==> src/core/nand_host_pkg.sv <==
/*
 * constants for the nand flash host sequencer: command codes, operation
 * selects, page geometry and pin timing counts.
 * assumes a 25 MHz system clock.
 */
package nand_host_pkg;

	// command bytes written with the command latch high
	localparam logic [7:0] CMD_READ_A     = 8'h00;
	localparam logic [7:0] CMD_READ_B     = 8'h01;
	localparam logic [7:0] CMD_READ_SPARE = 8'h50;
	localparam logic [7:0] CMD_READ_ID    = 8'h90;
	localparam logic [7:0] CMD_RESET      = 8'hFF;
	localparam logic [7:0] CMD_PROG       = 8'h80;
	localparam logic [7:0] CMD_PROG_GO    = 8'h10;
	localparam logic [7:0] CMD_ERASE      = 8'h60;
	localparam logic [7:0] CMD_ERASE_GO   = 8'hD0;
	localparam logic [7:0] CMD_STATUS     = 8'h70;

	// operation selects on the user command port
	localparam logic [2:0] OP_READ_A     = 3'h0;
	localparam logic [2:0] OP_READ_B     = 3'h1;
	localparam logic [2:0] OP_READ_SPARE = 3'h2;
	localparam logic [2:0] OP_READ_ID    = 3'h3;
	localparam logic [2:0] OP_STATUS     = 3'h4;
	localparam logic [2:0] OP_PROG       = 3'h5;
	localparam logic [2:0] OP_ERASE      = 3'h6;
	localparam logic [2:0] OP_RESET      = 3'h7;

	// geometry
	localparam int         ADDR_W     = 24;
	localparam int         LEN_W      = 10;
	localparam logic [9:0] PAGE_BYTES = 10'h210;	// 528 bytes per page
	localparam logic [1:0] ADDR_LAST  = 2'h2;	// third address cycle
	localparam logic [1:0] ADDR_ROW   = 2'h1;	// first row address cycle
	localparam int         FIFO_W     = 8;
	localparam int         FIFO_D     = 16;

	// timing
	localparam int         CLK_NS      = 40;
	localparam int         T_SETTLE_NS = 200;	// wait before sampling busy
	localparam int         T_RST_NS    = 5000;	// longest reset busy
	localparam int         T_RC_NS     = 50;	// least serial read cycle
	localparam logic [7:0] SETTLE_CYC  = 8'((T_SETTLE_NS + CLK_NS - 1) / CLK_NS);
	localparam logic [7:0] RST_CYC     = 8'(T_RST_NS / CLK_NS);
	localparam logic [2:0] RC_CYC      = 3'((T_RC_NS + CLK_NS - 1) / CLK_NS);
	localparam logic [2:0] RD_LO_CYC   = 3'h5;	// covers pin lag and sync
	localparam logic [2:0] PH_SETUP    = 3'h0;
	localparam logic [2:0] PH_STROBE   = 3'h1;
	localparam logic [2:0] PH_LATCH    = 3'h2;

endpackage : nand_host_pkg

==> src/core/nand_host_ctrl.sv <==
/*
 * host sequencer for a byte-wide nand flash: turns user commands into
 * command, address and data strobes, collects read bytes into a fifo.
 * assumes the flash pins are wired straight to the ports, io bus resolved
 * outside from io_bus_oe_o, and a pull-up on the ready/busy line.
 */
// Behaviour
// - command byte latched on write strobe rise
// - address byte latched with address latch high
// - three address cycles: column, low row, high
// - bit 8 picked by 00h or 01h
// - third cycle bit 7 driven low
// - program: 80h, address, data, then 10h
// - erase: 60h, two row cycles, D0h
// - id, reset, status: single command; spare takes address cycles
// - only reset or status while busy
// - spare read needs spare deselect low
// - keep spare deselect low permanently
module nand_host_ctrl (
	input  wire logic        clk_i,          // 25 MHz clock
	input  wire logic        rst_n_i,        // synchronous reset, low
	input  wire logic        cmd_valid_i,    // user command valid
	input  wire logic [2:0]  cmd_op_i,       // operation select
	input  wire logic [23:0] cmd_addr_i,     // flash byte address
	input  wire logic [9:0]  cmd_len_i,      // bytes to move
	output logic             cmd_ready_o,    // command taken when high
	output logic             done_o,         // operation finished pulse
	input  wire logic [7:0]  wr_data_i,      // program data byte
	input  wire logic        wr_valid_i,     // program data valid
	output logic             wr_ready_o,     // program data taken
	output logic [7:0]       rd_data_o,      // read data byte
	output logic             rd_valid_o,     // read data valid
	input  wire logic        rd_ready_i,     // read data accepted
	output logic             command_latch_en_o, // command latch
	output logic             address_latch_en_o, // address latch
	output logic             chip_select_n_o,    // chip select, low
	output logic             write_strobe_n_o,   // write strobe, low
	output logic             read_strobe_n_o,    // read strobe, low
	output logic             write_protect_n_o,  // write protect, low
	output logic             spare_area_deselect_o, // spare deselect
	output logic [7:0]       io_bus_o,       // io bus drive value
	output logic             io_bus_oe_o,    // io bus drive enable
	input  wire logic [7:0]  io_bus_i,       // io bus pin level
	input  wire logic        ready_busy_n_i  // ready/busy pin level
);
	typedef enum logic [2:0] {
		ST_IDLE, ST_CMD, ST_ADDR, ST_DATA, ST_CONFIRM, ST_SETTLE, ST_WAIT, ST_READ
	} state_t;

	state_t      state;
	logic [2:0]  ph, op;
	logic [23:0] addr;
	logic [9:0]  len, clamp_len;
	logic [1:0]  acnt;
	logic [7:0]  data_byte, wcnt, io_meta, io_sync, push_data;
	logic [7:0]  cmd_code, addr_byte, cur_byte;
	logic        rb_meta, rb_sync, push_valid, fifo_in_ready, was_idle;
	logic        take_cmd, take_wr, cap, write_st, page_read;
	logic        direct_read, has_addr, prog_erase;

	// pin inputs pass two flip-flops
	always_ff @(posedge clk_i)
	begin
		if (!rst_n_i)
		begin
			rb_meta <= 1'b0;
			rb_sync <= 1'b0;
			io_meta <= 8'h00;
			io_sync <= 8'h00;
		end
		else
		begin
			rb_meta <= ready_busy_n_i;
			rb_sync <= rb_meta;
			io_meta <= io_bus_i;
			io_sync <= io_meta;
		end
	end

	// decode of the current operation
	always_comb
	begin
		take_cmd    = cmd_valid_i & cmd_ready_o;
		take_wr     = wr_valid_i & wr_ready_o;
		cap         = (state == ST_READ) && (ph == nand_host_pkg::RD_LO_CYC) && !push_valid;
		write_st    = (state == ST_CMD) || (state == ST_ADDR) ||
		              (state == ST_DATA) || (state == ST_CONFIRM);
		page_read   = (op == nand_host_pkg::OP_READ_A) || (op == nand_host_pkg::OP_READ_B) ||
		              (op == nand_host_pkg::OP_READ_SPARE);
		direct_read = (op == nand_host_pkg::OP_READ_ID) || (op == nand_host_pkg::OP_STATUS);
		prog_erase  = (op == nand_host_pkg::OP_PROG) || (op == nand_host_pkg::OP_ERASE);
		has_addr    = page_read || prog_erase;
		clamp_len   = (cmd_len_i > nand_host_pkg::PAGE_BYTES) ?
		              nand_host_pkg::PAGE_BYTES : cmd_len_i;
		// command byte per operation
		unique case (op)
			nand_host_pkg::OP_READ_A:     cmd_code = nand_host_pkg::CMD_READ_A;
			nand_host_pkg::OP_READ_B:     cmd_code = nand_host_pkg::CMD_READ_B;
			nand_host_pkg::OP_READ_SPARE: cmd_code = nand_host_pkg::CMD_READ_SPARE;
			nand_host_pkg::OP_READ_ID:    cmd_code = nand_host_pkg::CMD_READ_ID;
			nand_host_pkg::OP_STATUS:     cmd_code = nand_host_pkg::CMD_STATUS;
			nand_host_pkg::OP_PROG:       cmd_code = nand_host_pkg::CMD_PROG;
			nand_host_pkg::OP_ERASE:      cmd_code = nand_host_pkg::CMD_ERASE;
			nand_host_pkg::OP_RESET:      cmd_code = nand_host_pkg::CMD_RESET;
		endcase
		// address byte in column, low row, high row order; bit 8 never sent
		unique case (acnt)
			2'h0:    addr_byte = addr[7:0];
			2'h1:    addr_byte = addr[16:9];
			default: addr_byte = {1'b0, addr[23:17]};
		endcase
		// byte driven on the io bus for each write state
		unique case (state)
			ST_CMD:     cur_byte = cmd_code;
			ST_ADDR:    cur_byte = addr_byte;
			ST_DATA:    cur_byte = data_byte;
			ST_CONFIRM: cur_byte = (op == nand_host_pkg::OP_PROG) ?
			                       nand_host_pkg::CMD_PROG_GO : nand_host_pkg::CMD_ERASE_GO;
			default:    cur_byte = 8'h00;
		endcase
	end

	// operation sequencer
	always_ff @(posedge clk_i)
	begin
		if (!rst_n_i)
		begin
			state     <= ST_IDLE;
			ph        <= 3'h0;
			op        <= 3'h0;
			addr      <= 24'h000000;
			len       <= 10'h000;
			acnt      <= 2'h0;
			data_byte <= 8'h00;
			wcnt      <= 8'h00;
		end
		else
		begin
			unique case (state)
				ST_IDLE:
					if (take_cmd)
					begin
						op    <= cmd_op_i;
						addr  <= cmd_addr_i;
						len   <= clamp_len;
						acnt  <= (cmd_op_i == nand_host_pkg::OP_ERASE) ?
						         nand_host_pkg::ADDR_ROW : 2'h0;
						ph    <= 3'h0;
						wcnt  <= 8'h00; // settle count starts fresh for every op
						state <= ST_CMD;
					end
				ST_CMD:
					if (ph == nand_host_pkg::PH_LATCH)
					begin
						ph <= 3'h0;
						if (has_addr)
							state <= ST_ADDR;
						else if (op == nand_host_pkg::OP_RESET)
							state <= ST_SETTLE;
						else if (direct_read && len != 10'h000)
							state <= ST_READ;
						else
							state <= ST_IDLE;
					end
					else
						ph <= ph + 3'h1;
				ST_ADDR:
					if (ph == nand_host_pkg::PH_LATCH)
					begin
						ph <= 3'h0;
						if (acnt == nand_host_pkg::ADDR_LAST)
						begin
							if (op == nand_host_pkg::OP_ERASE)
								state <= ST_CONFIRM;
							else if (op == nand_host_pkg::OP_PROG)
								state <= (len != 10'h000) ? ST_DATA : ST_CONFIRM;
							else
								state <= ST_SETTLE;
						end
						else
							acnt <= acnt + 2'h1;
					end
					else
						ph <= ph + 3'h1;
				ST_DATA:
					if (ph == nand_host_pkg::PH_SETUP)
					begin
						if (take_wr)
						begin
							data_byte <= wr_data_i;
							ph        <= nand_host_pkg::PH_STROBE;
						end
					end
					else if (ph == nand_host_pkg::PH_LATCH)
					begin
						ph  <= 3'h0;
						len <= len - 10'h001;
						if (len == 10'h001)
							state <= ST_CONFIRM;
					end
					else
						ph <= ph + 3'h1;
				ST_CONFIRM:
					if (ph == nand_host_pkg::PH_LATCH)
					begin
						ph    <= 3'h0;
						wcnt  <= 8'h00;
						state <= ST_SETTLE;
					end
					else
						ph <= ph + 3'h1;
				ST_SETTLE:
					if (wcnt == nand_host_pkg::SETTLE_CYC)
					begin
						wcnt  <= 8'h00;
						state <= ST_WAIT;
					end
					else
						wcnt <= wcnt + 8'h01;
				ST_WAIT:
				begin
					wcnt <= wcnt + 8'h01;
					// reset gives up after its longest busy time
					if (rb_sync || (op == nand_host_pkg::OP_RESET &&
					    wcnt == nand_host_pkg::RST_CYC))
					begin
						ph    <= 3'h0;
						state <= (page_read && len != 10'h000) ? ST_READ : ST_IDLE;
					end
				end
				ST_READ:
					if (ph == nand_host_pkg::RD_LO_CYC + 3'h1)
					begin
						ph  <= 3'h0;
						len <= len - 10'h001;
						if (len == 10'h001)
							state <= ST_IDLE;
					end
					else if (ph != nand_host_pkg::RD_LO_CYC || cap)
						ph <= ph + 3'h1;
			endcase
		end
	end

	// read byte handed to the fifo; holds the strobe while the fifo is full
	always_ff @(posedge clk_i)
	begin
		if (!rst_n_i)
		begin
			push_valid <= 1'b0;
			push_data  <= 8'h00;
		end
		else if (cap)
		begin
			push_valid <= 1'b1;
			push_data  <= io_sync;
		end
		else if (fifo_in_ready)
			push_valid <= 1'b0;
	end

	// user handshakes
	always_ff @(posedge clk_i)
	begin
		if (!rst_n_i)
		begin
			cmd_ready_o <= 1'b0;
			wr_ready_o  <= 1'b0;
			done_o      <= 1'b0;
			was_idle    <= 1'b1;
		end
		else
		begin
			cmd_ready_o <= (state == ST_IDLE) && rb_sync && !take_cmd;
			wr_ready_o  <= (state == ST_DATA) && (ph == nand_host_pkg::PH_SETUP) && !take_wr;
			was_idle    <= (state == ST_IDLE);
			done_o      <= (state == ST_IDLE) && !was_idle;
		end
	end

	// flash pins, all registered
	always_ff @(posedge clk_i)
	begin
		if (!rst_n_i)
		begin
			command_latch_en_o    <= 1'b0;
			address_latch_en_o    <= 1'b0;
			chip_select_n_o       <= 1'b1;
			write_strobe_n_o      <= 1'b1;
			read_strobe_n_o       <= 1'b1;
			write_protect_n_o     <= 1'b0;
			spare_area_deselect_o <= 1'b0;
			io_bus_o              <= 8'h00;
			io_bus_oe_o           <= 1'b0;
		end
		else
		begin
			command_latch_en_o    <= (state == ST_CMD) || (state == ST_CONFIRM);
			address_latch_en_o    <= (state == ST_ADDR);
			chip_select_n_o       <= (state == ST_IDLE);
			write_strobe_n_o      <= !(write_st && ph == nand_host_pkg::PH_STROBE);
			read_strobe_n_o       <= !(state == ST_READ && ph <= nand_host_pkg::RD_LO_CYC);
			write_protect_n_o     <= prog_erase && (state != ST_IDLE);
			spare_area_deselect_o <= 1'b0;
			io_bus_o              <= cur_byte;
			io_bus_oe_o           <= write_st;
		end
	end

	// read data buffer
	byte_fifo #(
		.WIDTH (nand_host_pkg::FIFO_W),
		.DEPTH (nand_host_pkg::FIFO_D)
	) u_rd_fifo (
		.clk_i       (clk_i),
		.rst_n_i     (rst_n_i),
		.in_valid_i  (push_valid),
		.in_data_i   (push_data),
		.in_ready_o  (fifo_in_ready),
		.out_valid_o (rd_valid_o),
		.out_data_o  (rd_data_o),
		.out_ready_i (rd_ready_i)
	);

endmodule : nand_host_ctrl

==> src/core/byte_fifo.sv <==
/*
 * first-word-fall-through fifo with a registered output stage and a
 * registered input ready.
 * assumes depth is a power of two, at least two.
 */
module byte_fifo #(
	parameter int WIDTH = 8,
	parameter int DEPTH = 16
) (
	input  wire logic             clk_i,       // system clock
	input  wire logic             rst_n_i,     // synchronous reset, low
	input  wire logic             in_valid_i,  // write side valid
	input  wire logic [WIDTH-1:0] in_data_i,   // write side data
	output logic                  in_ready_o,  // write side ready
	output logic                  out_valid_o, // read side valid
	output logic      [WIDTH-1:0] out_data_o,  // read side data
	input  wire logic             out_ready_i  // read side ready
);
	localparam int          AW   = $clog2(DEPTH);
	localparam logic [AW:0] FULL = (AW + 1)'(DEPTH);

	logic [WIDTH-1:0] mem [DEPTH];
	logic [AW-1:0]    wr_ptr;
	logic [AW-1:0]    rd_ptr;
	logic [AW:0]      held;
	logic             push;
	logic             pop;
	logic             load;
	logic             take_mem;
	logic             bypass;
	logic             store;
	logic [AW:0]      next_held;
	logic             next_valid;

	// movement between input, storage and output register
	always_comb
	begin
		push       = in_valid_i & in_ready_o;
		pop        = out_valid_o & out_ready_i;
		load       = ~out_valid_o | pop;
		take_mem   = load & (held != '0);
		bypass     = load & (held == '0) & push;
		store      = push & ~bypass;
		next_held  = held + {{AW{1'b0}}, store} - {{AW{1'b0}}, take_mem};
		next_valid = load ? ((held != '0) | push) : 1'b1;
	end

	// storage array, no reset needed
	always_ff @(posedge clk_i)
	begin
		if (store)
			mem[wr_ptr] <= in_data_i;
	end

	// pointers, fill level and flags
	always_ff @(posedge clk_i)
	begin
		if (!rst_n_i)
		begin
			wr_ptr      <= '0;
			rd_ptr      <= '0;
			held        <= '0;
			out_valid_o <= 1'b0;
			in_ready_o  <= 1'b1;
		end
		else
		begin
			wr_ptr      <= wr_ptr + AW'(store);
			rd_ptr      <= rd_ptr + AW'(take_mem);
			held        <= next_held;
			out_valid_o <= next_valid;
			in_ready_o  <= (next_held + {{AW{1'b0}}, next_valid}) < FULL; // stall source
		end
	end

	// output data register
	always_ff @(posedge clk_i)
	begin
		if (!rst_n_i)
			out_data_o <= '0;
		else if (take_mem)
			out_data_o <= mem[rd_ptr];
		else if (bypass)
			out_data_o <= in_data_i;
	end

endmodule : byte_fifo

==> config.mk <==
export PLATFORM = sky130hd
export DESIGN_NAME = nand_host_ctrl
export DESIGN_NICKNAME = d
export VERILOG_FILES = /design/src/core/nand_host_pkg.sv /design/src/core/nand_host_ctrl.sv /design/src/core/byte_fifo.sv
export SDC_FILE = /design/constraint.sdc
export NUM_CORES = 1
export LEC_CHECK = 0
export CORE_UTILIZATION = 65
export DETAILED_ROUTE_END_ITERATION = 10
export DONT_BUFFER_PORTS = 1
export PLACE_DENSITY = 0.84
export SLEW_MARGIN = 15
export SYNTH_ARGS = -nofsm -noshare
export SYNTH_HDL_FRONTEND = slang
export SYNTH_SLANG_ARGS = --single-unit
==> constraint.sdc <==
create_clock -name clk_i -period 8.2 [get_ports clk_i]
set_input_delay 1.64 -clock clk_i [delete_from_list [all_inputs] [get_ports clk_i]]
set_output_delay 1.64 -clock clk_i [all_outputs]
set_load 0.05 [all_outputs]
==> flow_metrics.py <==
metrics = {
    "pwr": {
        "power_frac_comb_pct": 17.7,
        "p_per_area_mw_per_mm2": 281,
        "leakagePower_nw": 4.22,
        "internal-power_mw": 2.42,
        "power.share.clock_pct": 35.8,
        "netSwitchingFraction_pct": 28.7,
        "finalPower_mw": 3.39,
        "switching_power_uw": 972,
        "power_frac_seq_pct": 46.6,
        "vdd.ir_drop.worst_mv": 0.186,
    },
    "sta": {
        "slew_viol_final": 0,
        "rsz0062_at_grt": "false",
        "setup-violations-final": 0,
        "period_needed_ns": 3.63,
        "fmax_ghz": 0.276,
        "tightest_slew_ns": 1.05,
        "relSlewSlack_pct": 29.8,
        "setup_ws_ns": 4.57,
        "finalSetupTns_ns": 0,
        "hold_viol_final": 0,
        "fin_crit_sh_pct": 44.3,
        "fin_skew_ns": 0.0104,
    },
    "cells_and_area": {
        "area_growth_pct": 8.69,
        "nNetsFinal": 978,
        "fin_area_mm2": 0.0121,
        "final_core_util_pct": 72.6,
        "drive_gt1_share_pct": 13.1,
    },
    "clock_tree": {
        "cts_tree": "yes",
        "cts_max_level": 1,
        "postCtsSetupBuffers": 0,
        "cts_hold_buf": 0,
        "cts-resized-gates": 0,
        "cts_root_buf": "clkbuf_16",
        "cts_num_sinks": 262,
        "cts_made_buffers": 27,
        "path_clk_slew_ns": 0.06,
        "clock_latency_ns": 0.52,
        "clk_path_buf_depth": 3,
    },
    "worst_hold_path": {
        "hp-class": "register to register",
        "hold_start": "io_meta[4]$_SDFF_PN0_",
        "min_to": "io_sync[4]$_SDFF_PN0_",
        "holdPathStages": 1,
    },
    "job": {
        "drv_cap": 0,
    },
    "setup_path": {
        "cp-end-kind": "register",
        "cp-start-kind": "primary input",
        "crit_buf_inv": 2,
        "worstRegToRegCells": 14,
        "crit_family": "adder cells",
        "crit_path_frequent_cell": "ha_1",
        "rrSetupSlack_ns": 4.65,
        "r2r_end": "u_rd_fifo.in_ready_o$_SDFF_PN1_",
        "cp_max_fo": 10,
        "critical_path_arrival_ns": 4.03,
        "crit_chain": "nand2b_1 > nand2_1 > inv_2 > ha_1 > inv_1 > ha_1 > fa_1 > a21oi_1 > o21bai_1 > xnor2_1 > and4_1 > o21ai_0",
        "r2r-start": "u_rd_fifo.held[3]$_SDFF_PN0_",
        "worstSetupPathType": "primary input to register",
        "worstPathRequired_ns": 8.60,
        "slowest_delay_ns": 0.40,
        "cp_slowest_cell": "fa_1",
    },
    "global_routing": {
        "grt_max_degree": 71,
        "globalRouteOverflowTotal": 0,
        "track_usage_pct": 28.6,
        "antenna_found_initial": 1,
        "grt_pass1_vias": 7104,
        "grt_pass1_wl_um": 39000,
    },
    "floorplan": {
        "ios": 87,
        "die_area_mm2": 0.0176,
        "die_w_um": 133,
        "row_count": 47,
        "fp.coreArea_mm2": 0.0166,
        "die_h_um": 133,
        "start_util_pct": 66.8,
    },
    "yosys": {
        "ys_top_cells_by_area": "edfxtp_1, dfxtp_1, mux4_2, nor2_1, nand2_1",
        "netlist_top_cells_count": "dfxtp_1, edfxtp_1, nor2_1",
        "synthCells": 910,
        "ys.flop_type": "dfxtp_1",
        "yosysTopAreaCellShare_pct": 34.6,
        "synth_fp_nets": 993,
        "synth_seq_cells": 262,
        "yosysWarnings": 0,
        "async_flop_share_pct": 0,
        "syn_avg_cell_area_um2": 12.2,
        "yosysMostFrequentCell": "dfxtp_1",
        "yosysTopAreaCell": "edfxtp_1",
        "yosysUniqueCellTypes": 80,
        "synth_edf_count": 128,
        "ys_seq_area_share_pct": 58.7,
        "synth_area_mm2": 0.0111,
    },
    "drt": {
        "drt_iter0_markers": 754,
        "drt-pass1-iter-count": 5,
        "wl_per_cell_um": 21.4,
        "post-route-drc-count": 0,
        "antenna_left": 0,
        "drt-total-wl_um": 24400,
        "vias_per_cell": 6.41,
        "num_vias": 7277,
    },
    "place": {
        "place_area_mm2": 0.0112,
        "place_congestion": 0.881,
        "dp_slack_ns": 4.07,
        "io_buffers": 0,
        "dp_hpwl_um": 14800,
    },
    "outcome": {
        "status": "finished, final reports clean",
    },
}
==> layer usage <==
layer | track usage [%] | wire length (µm) | vias up
met5 | 0 | 0 | -
met4 | 9.90 | 711 | 0
met3 | 4.41 | 2090 | 64
met2 | 45.2 | 11400 | 387
met1 | 40.7 | 10100 | 3518
li1 | - | - | 3308
==> cell usage in the layout, fill, tap and decap left out, types with 5 or more instances in the layout <==
cell,count
and3_1,5
a221oi_1,6
nand4_1,9
nor3_1,12
inv_1,26
a21oi_1,62
nand2_1,88
a211oi_1,12
clkbuf_16,28
a22oi_1,7
mux2i_1,22
xnor2_1,9
o21ai_0,15
buf_4,9
ha_1,21
nor2b_1,6
nor2_1,93
edfxtp_1,128
nand3b_1,7
clkinv_2,10
nand2b_1,6
dfxtp_1,132
xor2_1,10
and2_1,29
nand3_1,16
mux4_2,40
o21a_1,5
==> through the flow <==
step / hold slack, ns / instances
global route: 0.451 / 1136
floorplan: 0.412 / 910
global placement: 0.415 / 1086
detailed placement: 0.417 / 1086
finish: 0.429 / 1136
CTS: 0.430 / 1135
==> cell type report <==
class,count,area (µm²)
diodes,1,2.50
clock buffers,35,767
clock inverters,14,125
fillers,1067,4560
inverters,28,105
multi-input cells,567,4210
flip-flops and latches,262,6530
well taps,220,275
repair buffers,9,67.6
==> logic make-up after synthesis <==
family                     after synthesis  share of synthesized area [%]
AOI/OAI and AO/OA                      155                           9.37
xor gates and xnor gates                19                           1.50
adders and majority gates               25                           2.99
buffers and inverters                   81                           3.41
DFF                                    262                           58.7
muxes                                   65                           10.4
other                                    1                         0.0337
and+or+nand+nor                        302                           13.6
==> power groups by stage <==
stage               combinational, mW  sequential, mW  clock (mW)
global route                    0.655            1.59        1.28
CTS                             0.596            1.58        1.23
global placement                0.567            1.60           0
detailed placement              0.580            1.61           0
finish                          0.599            1.58        1.21
floorplan                       0.507            1.56           0
==> registers in the layout, indices dropped and copies added (netlist names), 2 cells and up <==
register	cells
push_data	8
io_bus_o	8
ph	3
u_rd_fifo.mem	128
acnt	2
wcnt	8
u_rd_fifo.out_data_o	8
op	3
u_rd_fifo.wr_ptr	4
u_rd_fifo.rd_ptr	4
data_byte	8
io_sync	8
state	3
len	10
cmd_code	6
io_meta	8
addr	23
u_rd_fifo.held	5
==> worst max-delay path by stage <==
stage,from,end,cells after the start
floorplan,rd_ready_i,u_rd_fifo.in_ready_o$_SDFF_PN1_,12
global placement,rd_ready_i,u_rd_fifo.in_ready_o$_SDFF_PN1_,12
detailed placement,rd_ready_i,u_rd_fifo.in_ready_o$_SDFF_PN1_,12
CTS,rd_ready_i,u_rd_fifo.in_ready_o$_SDFF_PN1_,12
global route,rd_ready_i,u_rd_fifo.in_ready_o$_SDFF_PN1_,12
finish,rd_ready_i,u_rd_fifo.in_ready_o$_SDFF_PN1_,12
Power figures use the tool's default switching activity.
